==> config.mk <==
export PLATFORM = sky130hd
export DESIGN_NAME = flr_regs
export DESIGN_NICKNAME = d
export VERILOG_FILES = /design/src/flr_pkg.sv /design/src/flr_code_decode.sv /design/src/flr_regs.sv
export SDC_FILE = /design/constraint.sdc
export NUM_CORES = 1
export LEC_CHECK = 0
export BUFFER_PORTS_ARGS = -buffer_cell sky130_fd_sc_hd__buf_2
export CORE_ASPECT_RATIO = 0.7
export CORE_MARGIN = 1.5
export CORE_UTILIZATION = 60
export CTS_CLUSTER_DIAMETER = 80
export DETAILED_ROUTE_END_ITERATION = 8
export PLACE_DENSITY_LB_ADDON = 0.25
export SLEW_MARGIN = 20
export SYNTH_ARGS = -nofsm -noshare
export SYNTH_HDL_FRONTEND = slang
export SYNTH_SLANG_ARGS = --single-unit
==> constraint.sdc <==
create_clock -name mclk -period 8.07 [get_ports mclk]
set_input_delay 0.4035 -clock mclk [delete_from_list [all_inputs] [get_ports mclk]]
set_output_delay 0.4035 -clock mclk [all_outputs]
set_load 0.02 [all_outputs]
==> src/flr_pkg.sv <==
`default_nettype none
package flr_pkg;

   // ************************************************************
   // Register offsets
   // ************************************************************
   localparam logic [7:0] REG_DC_LIMIT = 8'h03; // Input current limit control
   localparam logic [7:0] REG_LOW_BATT = 8'h04; // Low battery detection control
   localparam logic [7:0] REG_LED1_TORCH = 8'h08; // led1_torch_current
   localparam logic [7:0] REG_LED2_FLASH = 8'h09; // led2_flash_current
   localparam logic [7:0] REG_LED2_MASK = 8'h0a; // led2_transmit_mask_input_current
   localparam logic [7:0] REG_LED2_TORCH = 8'h0b; // led2_torch_current
   localparam logic [7:0] REG_FAULT = 8'h0c; // fault_status
   localparam logic [7:0] REG_SNAPSHOT = 8'h0d; // led1_flash_fault_readback

   // ************************************************************
   // Reset values
   // ************************************************************
   localparam logic [7:0] RST_DC_LIMIT = 8'h08; // 2.0A level, limit disabled
   localparam logic [7:0] RST_LOW_BATT = 8'h18; // 5ms window, detection off
   localparam logic [7:0] RST_TORCH = 8'h04; // Torch code 0 0100
   localparam logic [7:0] RST_FLASH = 8'h28; // Flash code 10 1000
   localparam logic [7:0] RST_MASK = 8'h28; // Mask code 10 1000
   localparam logic [7:0] RST_FAULT = 8'h00; // No faults
   localparam logic [7:0] RST_SNAPSHOT = 8'h00; // Empty snapshot
   localparam logic [7:0] RD_UNMAPPED = 8'h00; // Answer for unknown offsets

   // ************************************************************
   // Field layout
   // ************************************************************
   localparam int TORCH_W = 5; // Torch code width, bits 4..0
   localparam int FLASH_W = 6; // Flash and mask code width, bits 5..0
   localparam int BIT_OVP = 7;
   localparam int BIT_SHORT = 6;
   localparam int BIT_OTEMP = 5;
   localparam int BIT_TIMEOUT = 4;
   localparam int BIT_MASK_EVT = 3;
   localparam int BIT_LOW_BATT = 2;
   localparam int BIT_IND_LIM = 1;
   localparam int BIT_DC_LIM = 0;
   localparam int DC_EN_BIT = 0; // Limit enable bit in REG_DC_LIMIT
   localparam int LB_SEL_W = 3; // Threshold select, bits 2..0 of REG_LOW_BATT

   // ************************************************************
   // Current scaling, in tenths of a milliamp
   // ************************************************************
   localparam int CUR_W = 14; // Enough for 1122.0mA
   localparam logic [CUR_W-1:0] CUR_STEP = 14'h00bb; // 18.7mA per code
   localparam logic [CUR_W-1:0] TORCH_CAP = 14'h0bb0; // 299.2mA ceiling
   localparam logic [CUR_W-1:0] FLASH_CAP = 14'h2bd4; // 1122mA ceiling

   // ************************************************************
   // Carriers
   // ************************************************************
   // Raw fault indications from the analog side
   typedef struct packed {
      logic ovp;
      logic short_circ;
      logic overtemp;
      logic timeout;
      logic mask_in;
      logic low_batt;
      logic ind_lim;
      logic dc_lim;
   } flr_fault_t;

   // One register write from the serial engine
   typedef struct packed {
      logic en;
      logic [7:0] addr;
      logic [7:0] data;
   } flr_wr_t;

   // Serial engine states
   typedef enum logic [2:0] {
      SER_IDLE, SER_ADDR, SER_REG, SER_WR, SER_ACK, SER_RD, SER_RACK
   } flr_ser_t;

endpackage
`default_nettype wire

==> src/flr_code_decode.sv <==
`timescale 1ns/1ps
`default_nettype none
// Turns a current code into tenths of a milliamp, clamped to a ceiling
module flr_code_decode #(
   parameter int CODE_W = 6,
   parameter logic [flr_pkg::CUR_W-1:0] CAP = flr_pkg::FLASH_CAP
) (
   // Code in
   input wire logic [CODE_W-1:0] code,
   // Current out
   output logic [flr_pkg::CUR_W-1:0] current
);

   // Full product, wide enough for the largest code
   logic [flr_pkg::CUR_W+CODE_W-1:0] prod;

   // ************************************************************
   // Scale and clamp
   // ************************************************************
   // Clamping keeps the top codes on the ceiling instead of wrapping
   always_comb begin
      prod = code * flr_pkg::CUR_STEP;
      if (prod > {{CODE_W{1'b0}}, CAP}) begin
         current = CAP;
      end else begin
         current = prod[flr_pkg::CUR_W-1:0];
      end
   end

endmodule
`default_nettype wire

==> src/flr_regs.sv <==
`timescale 1ns/1ps
`default_nettype none
module flr_regs #(
   parameter logic [6:0] DEV_ADDR = 7'h30 // Arbitrary bus address
) (
   // Clock and reset
   input wire logic mclk,
   input wire logic rst_n,
   // Two-wire control pins
   input wire logic scl_in,
   input wire logic sda_in,
   output logic sda_out,
   output logic sda_oe,
   // Fault indications and flash context
   input wire flr_pkg::flr_fault_t fault_in,
   input wire logic flash_active,
   input wire logic [flr_pkg::FLASH_W-1:0] led1_flash_code,
   // Settings to the analog side
   output logic [flr_pkg::TORCH_W-1:0] led1_torch_code,
   output logic [flr_pkg::TORCH_W-1:0] led2_torch_code,
   output logic [flr_pkg::FLASH_W-1:0] led2_flash_code,
   output logic [flr_pkg::FLASH_W-1:0] led2_mask_code,
   output logic dc_limit_enable,
   output logic [flr_pkg::LB_SEL_W-1:0] low_battery_threshold_sel,
   // Decoded currents: 0 torch1, 1 flash2, 2 mask2, 3 torch2
   output logic [3:0][flr_pkg::CUR_W-1:0] led_current,
   // Status views
   output logic [7:0] fault_status,
   output logic [flr_pkg::FLASH_W-1:0] led1_flash_snapshot
);

   // ************************************************************
   // Storage
   // ************************************************************
   logic [7:0] dc_limit_r; // Input current limit control
   logic [7:0] low_batt_r; // Low battery control
   logic [7:0] led1_torch_r; // LED1 torch byte
   logic [7:0] led2_flash_r; // LED2 flash byte
   logic [7:0] led2_mask_r; // LED2 mask byte
   logic [7:0] led2_torch_r; // LED2 torch byte
   logic [7:0] fault_r; // Fault status byte
   logic [7:0] snapshot_r; // Snapshot byte
   logic [3:0][flr_pkg::CUR_W-1:0] cur_r; // Registered currents
   logic [3:0][flr_pkg::CUR_W-1:0] cur_nxt; // Decoder results
   flr_pkg::flr_wr_t wr; // Write from serial engine
   logic fault_rd; // Pulse: fault byte loaded for a read

   // ************************************************************
   // Input synchronisers
   // ************************************************************
   logic [9:0] sync1_r; // First stage, read only by second
   logic [9:0] sync2_r; // Second stage
   logic scl_d_r; // Previous clock level
   logic sda_d_r; // Previous data level
   flr_pkg::flr_fault_t flt; // Synchronised faults
   logic scl_s;
   logic sda_s;

   // Two flops on the bus pins and fault inputs before use; flash_active and led1_flash_code are used directly
   always_ff @(posedge mclk or negedge rst_n) begin
      if (!rst_n) begin
         sync1_r <= 10'h300; // Pins idle high, faults idle low
         sync2_r <= 10'h300; // No false fault right after reset
         scl_d_r <= 1'b1;
         sda_d_r <= 1'b1;
      end else begin
         sync1_r <= {scl_in, sda_in, fault_in};
         sync2_r <= sync1_r;
         scl_d_r <= sync2_r[9];
         sda_d_r <= sync2_r[8];
      end
   end

   assign scl_s = sync2_r[9];
   assign sda_s = sync2_r[8];
   assign flt = sync2_r[7:0];

   // Bus events seen on the synchronised pins
   logic scl_rise;
   logic scl_fall;
   logic bus_start;
   logic bus_stop;
   assign scl_rise = scl_s & ~scl_d_r;
   assign scl_fall = ~scl_s & scl_d_r;
   assign bus_start = scl_s & scl_d_r & sda_d_r & ~sda_s;
   assign bus_stop = scl_s & scl_d_r & ~sda_d_r & sda_s;

   // ************************************************************
   // Read decode
   // ************************************************************
   // Unknown offsets answer zero rather than stale data
   function automatic logic [7:0] read_byte(input logic [7:0] a);
      case (a)
         flr_pkg::REG_DC_LIMIT: read_byte = dc_limit_r;
         flr_pkg::REG_LOW_BATT: read_byte = low_batt_r;
         flr_pkg::REG_LED1_TORCH: read_byte = led1_torch_r;
         flr_pkg::REG_LED2_FLASH: read_byte = led2_flash_r;
         flr_pkg::REG_LED2_MASK: read_byte = led2_mask_r;
         flr_pkg::REG_LED2_TORCH: read_byte = led2_torch_r;
         flr_pkg::REG_FAULT: read_byte = fault_r;
         flr_pkg::REG_SNAPSHOT: read_byte = snapshot_r;
         default: read_byte = flr_pkg::RD_UNMAPPED;
      endcase
   endfunction

   // ************************************************************
   // Serial engine
   // ************************************************************
   flr_pkg::flr_ser_t st_r; // Engine state
   flr_pkg::flr_ser_t after_ack_r; // State after our acknowledge
   logic [3:0] bit_cnt_r; // Bits moved in current byte
   logic [7:0] sh_r; // Receive shifter
   logic [7:0] tx_r; // Transmit shifter
   logic [7:0] ptr_r; // Register pointer, auto-increments
   logic [7:0] rd_byte; // Byte the pointer addresses
   assign rd_byte = read_byte(ptr_r);

   // Byte transfer with auto-incrementing pointer
   always_ff @(posedge mclk or negedge rst_n) begin
      if (!rst_n) begin
         st_r <= flr_pkg::SER_IDLE;
         after_ack_r <= flr_pkg::SER_IDLE;
         bit_cnt_r <= 4'h0;
         sh_r <= 8'h00;
         tx_r <= 8'h00;
         ptr_r <= 8'h00;
         sda_oe <= 1'b0;
         wr <= '0;
         fault_rd <= 1'b0;
      end else begin
         wr.en <= 1'b0;
         fault_rd <= 1'b0;
         if (bus_start) begin
            // Start or repeated start restarts addressing
            st_r <= flr_pkg::SER_ADDR;
            bit_cnt_r <= 4'h0;
            sda_oe <= 1'b0;
         end else if (bus_stop) begin
            st_r <= flr_pkg::SER_IDLE;
            sda_oe <= 1'b0;
         end else begin
            case (st_r)
               flr_pkg::SER_ADDR, flr_pkg::SER_REG, flr_pkg::SER_WR: begin
                  if (scl_rise && bit_cnt_r != 4'h8) begin
                     sh_r <= {sh_r[6:0], sda_s};
                     bit_cnt_r <= bit_cnt_r + 4'h1;
                  end else if (scl_fall && bit_cnt_r == 4'h8) begin
                     sda_oe <= 1'b1;
                     st_r <= flr_pkg::SER_ACK;
                     if (st_r == flr_pkg::SER_ADDR) begin
                        if (sh_r[7:1] != DEV_ADDR) begin
                           // Not for us: stay off the bus
                           sda_oe <= 1'b0;
                           st_r <= flr_pkg::SER_IDLE;
                        end else if (sh_r[0]) begin
                           after_ack_r <= flr_pkg::SER_RD;
                        end else begin
                           after_ack_r <= flr_pkg::SER_REG;
                        end
                     end else if (st_r == flr_pkg::SER_REG) begin
                        ptr_r <= sh_r;
                        after_ack_r <= flr_pkg::SER_WR;
                     end else begin
                        wr.en <= 1'b1;
                        wr.addr <= ptr_r;
                        wr.data <= sh_r;
                        ptr_r <= ptr_r + 8'h01;
                        after_ack_r <= flr_pkg::SER_WR;
                     end
                  end
               end
               flr_pkg::SER_ACK: begin
                  if (scl_fall) begin
                     bit_cnt_r <= 4'h0;
                     st_r <= after_ack_r;
                     sda_oe <= 1'b0;
                     if (after_ack_r == flr_pkg::SER_RD) begin
                        // Load and present first bit of the read byte
                        tx_r <= rd_byte;
                        sda_oe <= ~rd_byte[7];
                        fault_rd <= (ptr_r == flr_pkg::REG_FAULT);
                        ptr_r <= ptr_r + 8'h01;
                     end
                  end
               end
               flr_pkg::SER_RD: begin
                  if (scl_fall) begin
                     if (bit_cnt_r == 4'h7) begin
                        sda_oe <= 1'b0;
                        st_r <= flr_pkg::SER_RACK;
                     end else begin
                        tx_r <= {tx_r[6:0], 1'b0};
                        sda_oe <= ~tx_r[6];
                        bit_cnt_r <= bit_cnt_r + 4'h1;
                     end
                  end
               end
               flr_pkg::SER_RACK: begin
                  // Host ack seen on the rise, so the ack fall presents the next byte
                  if (scl_rise) begin
                     after_ack_r <= flr_pkg::SER_RD;
                     st_r <= sda_s ? flr_pkg::SER_IDLE : flr_pkg::SER_ACK;
                  end
               end
               default: begin
                  sda_oe <= 1'b0;
               end
            endcase
         end
      end
   end

   // Open-drain: only ever pull low
   always_ff @(posedge mclk or negedge rst_n) begin
      if (!rst_n) begin
         sda_out <= 1'b0;
      end else begin
         sda_out <= 1'b0;
      end
   end

   // ************************************************************
   // Writable registers
   // ************************************************************
   // Fault and snapshot offsets have no case here, so writes drop
   always_ff @(posedge mclk or negedge rst_n) begin
      if (!rst_n) begin
         dc_limit_r <= flr_pkg::RST_DC_LIMIT;
         low_batt_r <= flr_pkg::RST_LOW_BATT;
         led1_torch_r <= flr_pkg::RST_TORCH;
         led2_flash_r <= flr_pkg::RST_FLASH;
         led2_mask_r <= flr_pkg::RST_MASK;
         led2_torch_r <= flr_pkg::RST_TORCH;
      end else if (wr.en) begin
         case (wr.addr)
            flr_pkg::REG_DC_LIMIT: dc_limit_r <= wr.data;
            flr_pkg::REG_LOW_BATT: low_batt_r <= wr.data;
            flr_pkg::REG_LED1_TORCH: led1_torch_r <= wr.data;
            flr_pkg::REG_LED2_FLASH: led2_flash_r <= wr.data;
            flr_pkg::REG_LED2_MASK: led2_mask_r <= wr.data;
            flr_pkg::REG_LED2_TORCH: led2_torch_r <= wr.data;
            default: dc_limit_r <= dc_limit_r;
         endcase
      end
   end

   // Control fields steering the analog side
   logic dc_en;
   logic lb_en;
   assign dc_en = dc_limit_r[flr_pkg::DC_EN_BIT];
   assign lb_en = |low_batt_r[flr_pkg::LB_SEL_W-1:0];

   // ************************************************************
   // Fault status
   // ************************************************************
   logic flash_d_r; // Previous flash level
   logic dc_d_r; // Previous gated DC limit level
   logic flash_start;
   logic dc_hit;
   assign flash_start = flash_active & ~flash_d_r;
   assign dc_hit = dc_en & flt.dc_lim & ~dc_d_r;

   // Sticky faults, all but the mask and low battery flags, clear when the byte is read; a new fault wins
   always_ff @(posedge mclk or negedge rst_n) begin
      if (!rst_n) begin
         fault_r <= flr_pkg::RST_FAULT;
         flash_d_r <= 1'b0;
         dc_d_r <= 1'b0;
      end else begin
         flash_d_r <= flash_active;
         dc_d_r <= dc_en & flt.dc_lim;
         fault_r[flr_pkg::BIT_OVP] <= flt.ovp | (fault_r[flr_pkg::BIT_OVP] & ~fault_rd);
         fault_r[flr_pkg::BIT_SHORT] <= flt.short_circ
            | (fault_r[flr_pkg::BIT_SHORT] & ~fault_rd);
         fault_r[flr_pkg::BIT_OTEMP] <= flt.overtemp
            | (fault_r[flr_pkg::BIT_OTEMP] & ~fault_rd);
         fault_r[flr_pkg::BIT_TIMEOUT] <= flt.timeout
            | (fault_r[flr_pkg::BIT_TIMEOUT] & ~fault_rd);
         // Mask flag tracks the latest flash only
         if (flash_active && flt.mask_in) begin
            fault_r[flr_pkg::BIT_MASK_EVT] <= 1'b1;
         end else if (flash_start) begin
            fault_r[flr_pkg::BIT_MASK_EVT] <= 1'b0;
         end
         // Live comparison, forced low while detection is off
         fault_r[flr_pkg::BIT_LOW_BATT] <= lb_en & flt.low_batt;
         fault_r[flr_pkg::BIT_IND_LIM] <= flt.ind_lim
            | (fault_r[flr_pkg::BIT_IND_LIM] & ~fault_rd);
         fault_r[flr_pkg::BIT_DC_LIM] <= (dc_en & flt.dc_lim)
            | (fault_r[flr_pkg::BIT_DC_LIM] & ~fault_rd);
      end
   end

   // Snapshot of LED1 flash code on each new DC limit hit
   always_ff @(posedge mclk or negedge rst_n) begin
      if (!rst_n) begin
         snapshot_r <= flr_pkg::RST_SNAPSHOT;
      end else if (dc_hit) begin
         snapshot_r <= {2'b00, led1_flash_code};
      end
   end

   // ************************************************************
   // Current decode, one decoder per channel
   // ************************************************************
   logic [3:0][flr_pkg::FLASH_W-1:0] chan_code;
   assign chan_code[0] = {1'b0, led1_torch_r[flr_pkg::TORCH_W-1:0]};
   assign chan_code[1] = led2_flash_r[flr_pkg::FLASH_W-1:0];
   assign chan_code[2] = led2_mask_r[flr_pkg::FLASH_W-1:0];
   assign chan_code[3] = {1'b0, led2_torch_r[flr_pkg::TORCH_W-1:0]};

   // Torch channels share the lower ceiling
   genvar gi;
   generate
      for (gi = 0; gi < 4; gi++) begin : g_dec
         flr_code_decode #(
            .CODE_W(flr_pkg::FLASH_W),
            .CAP((gi == 0 || gi == 3) ? flr_pkg::TORCH_CAP : flr_pkg::FLASH_CAP)
         ) u_dec (
            .code(chan_code[gi]),
            .current(cur_nxt[gi])
         );
      end
   endgenerate

   // Register the decoded currents
   always_ff @(posedge mclk or negedge rst_n) begin
      if (!rst_n) begin
         cur_r <= '0;
      end else begin
         cur_r <= cur_nxt;
      end
   end

   // ************************************************************
   // Outputs, all straight from flops
   // ************************************************************
   assign led1_torch_code = led1_torch_r[flr_pkg::TORCH_W-1:0];
   assign led2_torch_code = led2_torch_r[flr_pkg::TORCH_W-1:0];
   assign led2_flash_code = led2_flash_r[flr_pkg::FLASH_W-1:0];
   assign led2_mask_code = led2_mask_r[flr_pkg::FLASH_W-1:0];
   assign dc_limit_enable = dc_limit_r[flr_pkg::DC_EN_BIT];
   assign low_battery_threshold_sel = low_batt_r[flr_pkg::LB_SEL_W-1:0];
   assign led_current = cur_r;
   assign fault_status = fault_r;
   assign led1_flash_snapshot = snapshot_r[flr_pkg::FLASH_W-1:0];

endmodule
`default_nettype wire

== After elaboration in Yosys (flattened, before gate mapping) ==
Cells that the tools add are included.
Word-level totals
  register bits after elaboration: 194
Cells by class
  multiply operators: 4
  add/sub/neg operators: 2
  reductions and logical operators: 25
  muxes and demuxes: 68
  eq/ne operators: 46
  bitwise operators: 37
  magnitude comparators: 4
Operators by type and width (count)
  2-to-1 mux 17 bit: 7
  equality test 8 x 4 -> 1 bit (second input constant): 10
  one-hot mux 8 bit (8 select lines): 1
  2-to-1 mux 14 bit: 4
  2-to-1 mux 3 bit: 17
  2-to-1 mux 8 bit: 6
  greater-than comparator 14 x 12 -> 1 bit (second input constant): 2
  greater-than comparator 14 bit (second input constant): 2
  multiplier 6 x 8 -> 14 bit (second input constant): 2
  2-to-1 mux 7 bit: 4
  != test 4 bit (second input constant): 7
  AND reduction 7 bit: 4
  multiplier 5 x 8 -> 13 bit (second input constant): 2
  2-to-1 mux 4 bit: 6
  != test 2 bit (second input constant): 9
  != test 3 bit (second input constant): 6
  AND 1 bit: 17
  2-to-1 mux 1 bit: 17
  equality test 8 x 2 -> 1 bit (second input constant): 2
  equality test 8 x 3 -> 1 bit (second input constant): 2
  one-hot mux 8 bit (2 select lines): 1
  inverter 1 bit: 14
  one-hot mux 7 bit (2 select lines): 1
  equality test 3 bit (second input constant): 4
  other kinds (22): 39

== Depth between registers and ports, before layout ==
Gate-level depths: netlist of the first run.
  depth after elaboration: 8
  gate-level depth with buffers: 17

== Modules after synthesis ==
A second synthesis of the first run with hierarchy kept.
Second synthesis, totals
  cells, all modules: 1206
  area total of the unflattened synthesis: 12929.9 um^2
By module, submodules not included
  flr_regs: area an instance 7807.5 um^2, times used 1, seq. area each 4873.4 um^2, cells each 592
  flr_code_decode (g_dec[3].u_dec): area an instance 1335.0 um^2, times used 1, seq. area each 0.0 um^2, cells each 157
  flr_code_decode (g_dec[0].u_dec): area an instance 1277.5 um^2, times used 1, seq. area each 0.0 um^2, cells each 157
  flr_code_decode (g_dec[1].u_dec): area an instance 1270.0 um^2, times used 1, seq. area each 0.0 um^2, cells each 152
  flr_code_decode (g_dec[2].u_dec): area an instance 1239.9 um^2, times used 1, seq. area each 0.0 um^2, cells each 148

== Worst setup path after synthesis of the first run ==
Ideal clock, no wire load.
  path kind: register to register
  from: reg led2_mask_r[3]
  to: reg cur_r (netlist bit led_current[28])
  data arrival time: 3.893 ns
  data required time: 7.950 ns
  setup time: 0.120 ns
  slack: 4.057 ns
  cell stages (with the launch flop): 16
  period minus slack after synthesis: 4.013 ns
  path through: dfstp_2 ha_1 inv_1 fa_1 fa_1 inv_1 ha_1 buf_6 a21o_1 or3_1 o211ai_2 nand2_1 o31a_1 or3_1 buf_6 and3_1
RTL lines
  start: declaration: line flr_regs.sv:39  | logic [7:0] led2_mask_r;
  start signal: assignment: line flr_regs.sv:232  | led2_mask_r <= flr_pkg::RST_MASK;
  start signal: assignment: line flr_regs.sv:240  | flr_pkg::REG_LED2_MASK: led2_mask_r <= wr.data;
  end signal: assignment: line flr_regs.sv:331  | cur_r <= cur_nxt;
  end: declaration: line flr_regs.sv:43  | logic [3:0][flr_pkg::CUR_W-1:0] cur_r;

==> metrics.txt, run 1 <==
top fanout value on the critical path 8; Worst EP arrival 4.75 ns; Tot GR Track Use 0.2623; CTS sink cnt 192; Fin. Hold Viols 0; initial antenna violation count 0; setup TNS 0 ns; hold bufs inserted after CTS 0; drt drc 0; core area 19,910 µm²; Bufs on Longest Clock Path 2; routed vias 9,034; # nets final 1,436; site row count 43; final instance area 13,440 µm²; Starting Density 0.6143; commonest non-fill, non-tap cells in the layout dfrtp_1, inv_1, ha_1, buf_2, nand2_1; Post-DP Area 12,840 µm²; post-CTS resize count 0; # setup viols final 0; critical path type register to register; final wirelength 26,750 µm; H-tree Lvls 4; Post-synth EDFFs 0; register area share after synthesis 0.3944; Reg clk slew, reported paths 0.07 ns; later-pin clock latency in the skew report 0.44 ns; post-synthesis register bit count 192; max-slew violation count 0; GPL Wtd Cong 0.8800; RSZ-0062 raised after global routing no; Worst Setup EP led_current[14]; R2R cell count 13; final worst setup slack 3.656 ns; postcts setup bufs 0; crit path max-delay cell type dfstp_2; Worst Hold Class primary input to register; layout cells sized above 1 0.2038; fin crit period 4.414 ns; Root Buffer clkbuf_16; most common cell after layout, fill and taps aside dfrtp_1; status finished, final reports clean; vias in the first global route 8,549; r2r startpoint led2_flash_r[3]; iteration-0 DRC count of the detailed router 778; Yosys warnings 0; Hold Slack 0.05272 ns; # IOs 117; PD cells 172.0 nW/µm²; first-pass GRT wire length 43,910 µm; Syn Inst Count 1,182; Die Height 122.4 µm; DRT Pass-1 Iters 5; die area 21,260 µm²; fmax 226.5 MHz; synthesized cell area 12,230 µm²; Synth cell types 76; pre-CTS setup slack 3.742 ns; CP Cell Sequence ha_1 -> inv_1 -> fa_1 -> fa_1 -> inv_1 -> ha_1 -> a21o_1 -> a31oi_1 -> a31oi_1 -> a221o_1 -> nor4b_1 -> o21ai_1 -> and2_1; Worst R2R Setup Slack 3.66 ns; ys flop type dfrtp_1; Slew headroom 0.2962; DIE WIDTH 173.6 µm; CP Data Required Time 8.40 ns; worst-margin pin slew 1.047 ns; Startpoint Class register; DP Wirelength 19,780 µm; Layout Skew 0.009051 ns; crit share post-route 0.5470; Max Cap Viol 0; peak supply drop 155.9 µV; Largest stage delay, worst path 0.64 ns; Critical Path Sink Type register; n_diodes 0; largest net degree at the start of global routing 118; P_leak 7.129 nW; GR Overflow Total 0; CP Launch Point led2_flash_r[3]; CTS Buf Count 17; Synth async-reset ratio 1.000; final antenna-violating net count 0; routed length per instance 17.30 µm; Syn-to-layout area delta 9.863%; drt via density 5.843; CTS tree yes; R2R Path End led_current[14]; syn_area_per_cell 10.35 µm²; I/O Buffers 113
[power breakdown]
part	total [mW]	internal, mW	switching [mW]
logic	0.334	0.142	0.193
registers	1.13	1.02	0.109
clock network	0.843	0.447	0.396
total	2.31	1.61	0.698
[sequential cells by signal (all words and copies together) (netlist names), 6 cells and up]
| signal | count |
|---|---|
| led2_mask_r | 8 |
| ptr_r | 8 |
| low_batt_r | 8 |
| snapshot_r | 6 |
| fault_status | 8 |
| led2_torch_r | 8 |
| tx_r | 7 |
| sh_r | 8 |
| led2_flash_r | 8 |
| led_current | 54 |
| wr | 17 |
| sync1_r | 10 |
| led1_torch_r | 8 |
| sync2_r | 10 |
| dc_limit_r | 8 |
[routing by layer]
metal,vias up,part of all wire,wire (µm),track usage
li1,4277,-,-,-
met3,34,0.059,1579,0.05112
met4,0,0.015,405,0.07435
met1,4454,0.48,12820,0.3793
met5,-,0,0,0
met2,269,0.45,11940,0.4059
[cell type report]
class / count / area, µm²
flip-flops and latches: 192 / 4823
fillers: 1544 / 6471
inverters: 128 / 480.5
well taps: 270 / 337.8
multi-input cells: 806 / 6594
clock buffers: 19 / 442.9
repair buffers: 118 / 611.8
clock inverters: 13 / 145.1
[stage by stage]
stage / utilization / std cells / total power [mW]
final: 0.6749 / 1546 / 2.311
after CTS: 0.6747 / 1546 / 2.331
after global routing: 0.6749 / 1546 / 2.430
after detailed placement: 0.6452 / 1514 / 1.478
after floorplan: - / 1186 / 1.368
after global placement: 0.6452 / 1514 / 1.468
[Yosys cell counts, types with 5 or more instances]
library cell    n  area (µm²)
a21o_1         15       112.6
mux2_2         70       788.3
a2111oi_0       5       43.79
and3_1         18       112.6
o21ai_0        61       305.3
nand3_1        14       70.07
nor2_1         51       191.4
a31o_2          5       43.79
o21a_1         10       75.07
nor2b_1        15       93.84
mux2i_1         8       80.08
or2_2           7       43.79
xnor2_1        23       201.4
nand3b_1        8       60.06
nor4b_1         5       43.79
nor3_1         15       75.07
fa_1           38       760.7
a31oi_1        14       87.58
xor2_1         15       131.4
a22oi_1        17       127.6
and2_1         12       75.07
o21ai_1         5       25.02
or3_1           5       31.28
dfstp_2        15       394.1
dfrtp_1       177        4429
inv_1         127       476.7
nand2_1        77       289.0
buf_1           5       18.77
buf_4          29       217.7
o22ai_1        12       75.07
clkbuf_1       23       86.33
nand2b_1       25       156.4
nor3b_1         5       37.54
ha_1          116        1451
a211oi_1        5       37.54
a21oi_1        45       225.2
[kinds of logic (layout without fill, tap and decap cells)]
group	count (synthesis)	after routing	synth area share
multiplexers	78	78	0.07101
AND/OR/NAND/NOR	276	276	0.1183
adder cells (fa/ha/maj)	154	154	0.1809
XOR/XNOR	38	38	0.02722
buffers and inverters	188	278	0.06793
other	1	5	0.0003066
AO/OA/AOI/OAI	255	255	0.1400
flip-flops	192	192	0.3944
[worst max-delay path, delay by kind of cell, from the launching register on]
family	cells	cell delay, ns
AO/OA/AOI/OAI	5	1.38
AND/OR/NAND/NOR	2	0.52
flip-flops	1	0.64
buffers and inverters	2	0.14
adder cells (fa/ha/maj)	4	1.64
[worst min path at each step]
stage / startpoint / to / slack (ns) / cells past startpoint
floorplan: rst_n / after_ack_r[0] / 0.11 / 0
global placement: sync1_r[3] / sync2_r[3] / 0.33 / 0
detailed placement: sync1_r[1] / sync2_r[1] / 0.34 / 0
CTS: scl_in / sync1_r[9] / 0.04 / 1
global route: sda_in / sync1_r[8] / 0.03 / 1
finish: scl_in / sync1_r[9] / 0.05 / 1
Power figures use the tool's default switching activity.
==> inputs of run 2 (changes only) <==
Settings changed: CORE_UTILIZATION 60 to 55.
Clock period 8.07 ns to 4.06 ns, I/O delays scaled along.
==> metrics.txt, run 2 (synthesis gave the netlist of run 1 again) <==
DRT Pass-1 Iters 5; initial antenna violation count 0; site row count 45; # setup viols final 0; Non-Filler Instances 1,639; commonest non-fill, non-tap cells in the layout dfrtp_1, inv_1, buf_2, ha_1, nand2_1; PD cells 319.2 nW/µm²; Worst R2R Setup Slack 0.04 ns; # nets final 1,517; Logic pwr share 0.150; top fanout value on the critical path 8; Tot GR Track Use 0.2513; family with the most delay on the worst path adder cells; drt drc 0; status finished, final reports clean; I/O Buffers 113; WP buf/inv 2; largest net degree at the start of global routing 127; Layout Skew 0.008680 ns; Flop pwr share 0.484; core area 21,730 µm²; first-pass GRT wire length 46,330 µm; Hold Slack 0.2656 ns; P_leak 7.525 nW; R2R cell count 14; drt via density 5.750; Largest stage delay, worst path 0.62 ns; GR Overflow Total 0; vias in the first global route 9,092; Placed Cells 1,568; routed vias 9,425; Startpoint Class register; n_diodes 0; critical path type register to register; Worst Hold Class primary input to asynchronous set/reset pin; Critical Path Sink Type register; Slew headroom 0.2612; DIE WIDTH 181.2 µm; RSZ-0062 raised after global routing yes; fin crit period 4.016 ns; Starting Density 0.5627; # IOs 117; final antenna-violating net count 0; worst-margin pin slew 1.099 ns; Max Cap Viol 0; GPL Wtd Cong 0.8601; final worst setup slack 0.04363 ns; H-tree Lvls 4; R2R Path End led_current[15]; Root Buffer clkbuf_16; iteration-0 DRC count of the detailed router 695; peak supply drop 312.4 µV; final wirelength 29,190 µm; most common cell after layout, fill and taps aside dfrtp_1; Die Height 127.8 µm; CP Cell Sequence fa_1 -> xor2_1 -> ha_1 -> inv_1 -> fa_1 -> inv_2 -> ha_4 -> o21a_1 -> o21ai_2 -> a31o_2 -> a221o_1 -> nor4b_2 -> o21ai_2 -> and2_1; CTS sink cnt 192; DP Wirelength 20,590 µm; CTS Buf Count 17; Worst EP arrival 4.35 ns; Fin. Hold Viols 0; Syn-to-layout area delta 19.98%; routed length per instance 17.81 µm; layout cells sized above 1 0.2948; die area 23,150 µm²; pre-CTS setup slack -0.1177 ns; Net Switching 1.471 mW; crit share post-route 0.9893; max-slew violation count 0; Reg clk slew, reported paths 0.08 ns; Bufs on Longest Clock Path 2; fillers 1,638; sw frac 0.3141; Largest register FFs 54; Power Internal 3.213 mW; crit path max-delay cell type dfstp_2; later-pin clock latency in the skew report 0.45 ns; r2r startpoint led2_flash_r[5]; CTS tree yes; fmax 249.0 MHz; CP Data Required Time 4.39 ns; Clock Power Share 0.367
-- run 2: cell types whose count changed in the layout (fill, tap and decap cells not counted), sizes merged --
cell	change
dlygate4sd3	+18
clkinv	+3
buf	+63
clkinvlp	-1
clkbuf	-2
-- run 2: layout make-up --
type                       count  area (µm²)  share of cell area
multi-input combinational    806        7097              0.4837
sequential                   192        4832              0.3293
timing repair buffer         199        1313             0.08945
inverter                     128       480.5             0.03275
clock buffer                  17       425.4             0.02899
tap                          282       352.8             0.02405
clock inverter                15       172.7             0.01177
-- run 2: how the worst max path moves through the flow --
| stage | cells after the start | endpoint | slack (ns) | start |
|---|---|---|---|---|
| global route | 15 | led_current[29] | -0.08 | led2_mask_r[3] |
| global placement | 13 | led_current[17] | -0.02 | led2_flash_r[0] |
| CTS | 15 | led_current[15] | 0.005 | led2_flash_r[4] |
| floorplan | 15 | led_current[28] | 0.05 | led2_mask_r[3] |
| detailed placement | 13 | led_current[20] | -0.12 | led2_flash_r[3] |
| finish | 14 | led_current[15] | 0.04 | led2_flash_r[5] |
-- run 2: routing by layer --
layer  global-route usage  routed length (µm)  vias to the layer above
met5                    0                   0                        -
met3              0.04858                1592                       25
li1                     -                   -                     4422
met2               0.3925               13370                      273
met1               0.3649               13950                     4705
met4              0.05490                 270                        0
-- run 2: what timing repair did --
action	in CTS	in global routing
resized for setup	13	87
buffers inserted	2	18
pin swaps	5	43
hold endpoints to repair	136	0
endpoints found under the setup margin	16	43
hold buffers	18	0
-- run 2: power by group through the flow --
stage / clock network (mW) / logic (mW) / registers [mW]
final: 1.72 / 0.702 / 2.26
after global routing: 1.83 / 0.781 / 2.28
after CTS: 1.74 / 0.693 / 2.25
after detailed placement: 0 / 0.670 / 2.29
after global placement: 0 / 0.650 / 2.28
after floorplan: 0 / 0.550 / 2.17
-- run 2: metrics by stage --
| step | instance area, µm² | TNS [ns] | power, mW | util |
|---|---|---|---|---|
| 5_1_grt | 14670 | -0.8493 | 4.894 | 0.6751 |
| 6_report | 14670 | 0 | 4.684 | 0.6751 |
| 3_3_place_gp | 13190 | -0.07454 | 2.930 | 0.6067 |
| 3_5_place_dp | 13190 | -1.032 | 2.958 | 0.6067 |
| 4_1_cts | 14050 | 0 | 4.687 | 0.6466 |
| 2_1_floorplan | 12240 | 0 | 2.720 | - |
==> inputs of run 3 (changes only) <==
Settings changed: CELL_PAD_IN_SITES_DETAIL_PLACEMENT set to 0, CELL_PAD_IN_SITES_GLOBAL_PLACEMENT set to 1, CORE_UTILIZATION 55 to 43.
==> metrics.txt, run 3 (synthesis gave the netlist of run 1 again) <==
status finished, final reports clean; CP Data Required Time 4.40 ns; CP Cell Sequence fa_1 -> xor2_1 -> ha_1 -> inv_2 -> fa_2 -> inv_2 -> ha_4 -> or3_4 -> o211ai_2 -> nand2_1 -> o31a_1 -> or3_4 -> and3_4; Layout Skew 0.008302 ns; Die Height 144.1 µm; CTS tree yes; die area 29,480 µm²; Fin. Hold Viols 0; worst-margin pin slew 1.083 ns; PD cells 315.1 nW/µm²; commonest non-fill, non-tap cells in the layout dfrtp_1, inv_1, buf_2, ha_1, buf_4; Largest stage delay, worst path 0.68 ns; layout cells sized above 1 0.2983; CTS Buf Count 17; Max Cap Viol 0; Largest register FFs 54; first-pass GRT wire length 46,180 µm; GPL Wtd Cong 0.8304; iteration-0 DRC count of the detailed router 621; Slew headroom 0.2720; Worst EP arrival 4.37 ns; fin crit period 4.031 ns; drt drc 0; DP Wirelength 21,840 µm; H-tree Lvls 4; routed length per instance 16.64 µm; later-pin clock latency in the skew report 0.45 ns; Starting Density 0.4386; n_diodes 0; site row count 51; CTS sink cnt 192; critical path type register to register; max-slew violation count 0; GR Overflow Total 0; I/O Buffers 113; initial antenna violation count 0; Worst Hold Class register to register; routed vias 9,184; Syn-to-layout area delta 21.34%; Root Buffer clkbuf_16; peak supply drop 249.1 µV; Critical Path Sink Type register; Startpoint Class register; drt via density 5.251; post-layout util 0.5321; vias in the first global route 8,687; RSZ-0062 raised after global routing yes; crit share post-route 0.9928; # nets final 1,538; core area 27,890 µm²; # setup viols final 0; Reg clk slew, reported paths 0.08 ns; final wirelength 29,110 µm; Design Power 4.675 mW; largest net degree at the start of global routing 118; crit path max-delay cell type dfstp_2; most common cell after layout, fill and taps aside dfrtp_1; Bufs on Longest Clock Path 2; fmax 248.1 MHz; final antenna-violating net count 0; top fanout value on the critical path 7; Tot GR Track Use 0.1997; DRT Pass-1 Iters 5; P_leak 7.664 nW; # IOs 117; DIE WIDTH 204.6 µm
run 3: repair_timing:
item | CTS | global route
hold buffers | 18 | 0
pin swaps | 0 | 50
endpoints found under the hold margin | 123 | 0
buffers inserted | 0 | 17
setup endpoints to repair | 13 | 39
resized for setup | 6 | 86
run 3: critical path, delay by kind of cell, from the launching register on:
kind	cells	cell delay (ns)
adders and majority gates	4	1.50
AOI/OAI and AO/OA	2	0.42
buffers and inverters	2	0.09
DFF	1	0.68
and+or+nand+nor	4	1.06
xor gates and xnor gates	1	0.17
run 3: path summary, 6_finish.rpt:
path | from | endpoint | slack [ns] | depth (start not counted)
worst max register to register | led2_mask_r[3] | led_current[29] | 0.03 | 13
max in group asynchronous | rst_n | snapshot_r[4] | 2.67 | 3
worst max-delay path | led2_mask_r[3] | led_current[29] | 0.03 | 13
worst min register to register | sync1_r[4] | sync2_r[4] | 0.35 | 0
min in group asynchronous | rst_n | led_current[8] | 0.46 | 2
worst min-delay path | sync1_r[4] | sync2_r[4] | 0.35 | 0
run 3: per-stage QoR:
stage / hold WS, ns / setup TNS, ns / worst slack, ns / std cells / cell area [µm²]
detailed placement: 0.3127 / -0.3162 / -0.05370 / 1682 / 13490
floorplan: -0.09259 / 0 / 0.04699 / 1186 / 12240
global route: 0.3566 / -0.7055 / -0.08866 / 1749 / 14840
finish: 0.3518 / 0 / 0.02929 / 1749 / 14840
CTS: 0.3524 / 0 / 0.008189 / 1732 / 14310
global placement: 0.3114 / -0.2682 / -0.06412 / 1682 / 13490
run 3: layout make-up:
cell class,instances,area (µm²)
multi-input combinational,806,7003
clock inverter,15,182.7
clock buffer,17,425.4
tap,371,464.2
inverter,128,483.0
sequential,192,4831
fill,2493,13050
timing repair buffer,220,1450
run 3: report_power, final:
| part | switching, mW | internal (mW) | total, mW |
|---|---|---|---|
| Clock | 0.888 | 0.840 | 1.73 |
| Combinational | 0.411 | 0.300 | 0.711 |
| Sequential | 0.202 | 2.03 | 2.24 |
run 3: metal layers:
metal | routed length [µm] | part of all wire | vias up | track usage
met3 | 893 | 0.031 | 24 | 0.03380
met2 | 12560 | 0.43 | 130 | 0.2895
met1 | 15330 | 0.53 | 4557 | 0.3070
met5 | 0 | 0 | - | 0
met4 | 319 | 0.011 | 0 | 0.04567
li1 | - | - | 4473 | -
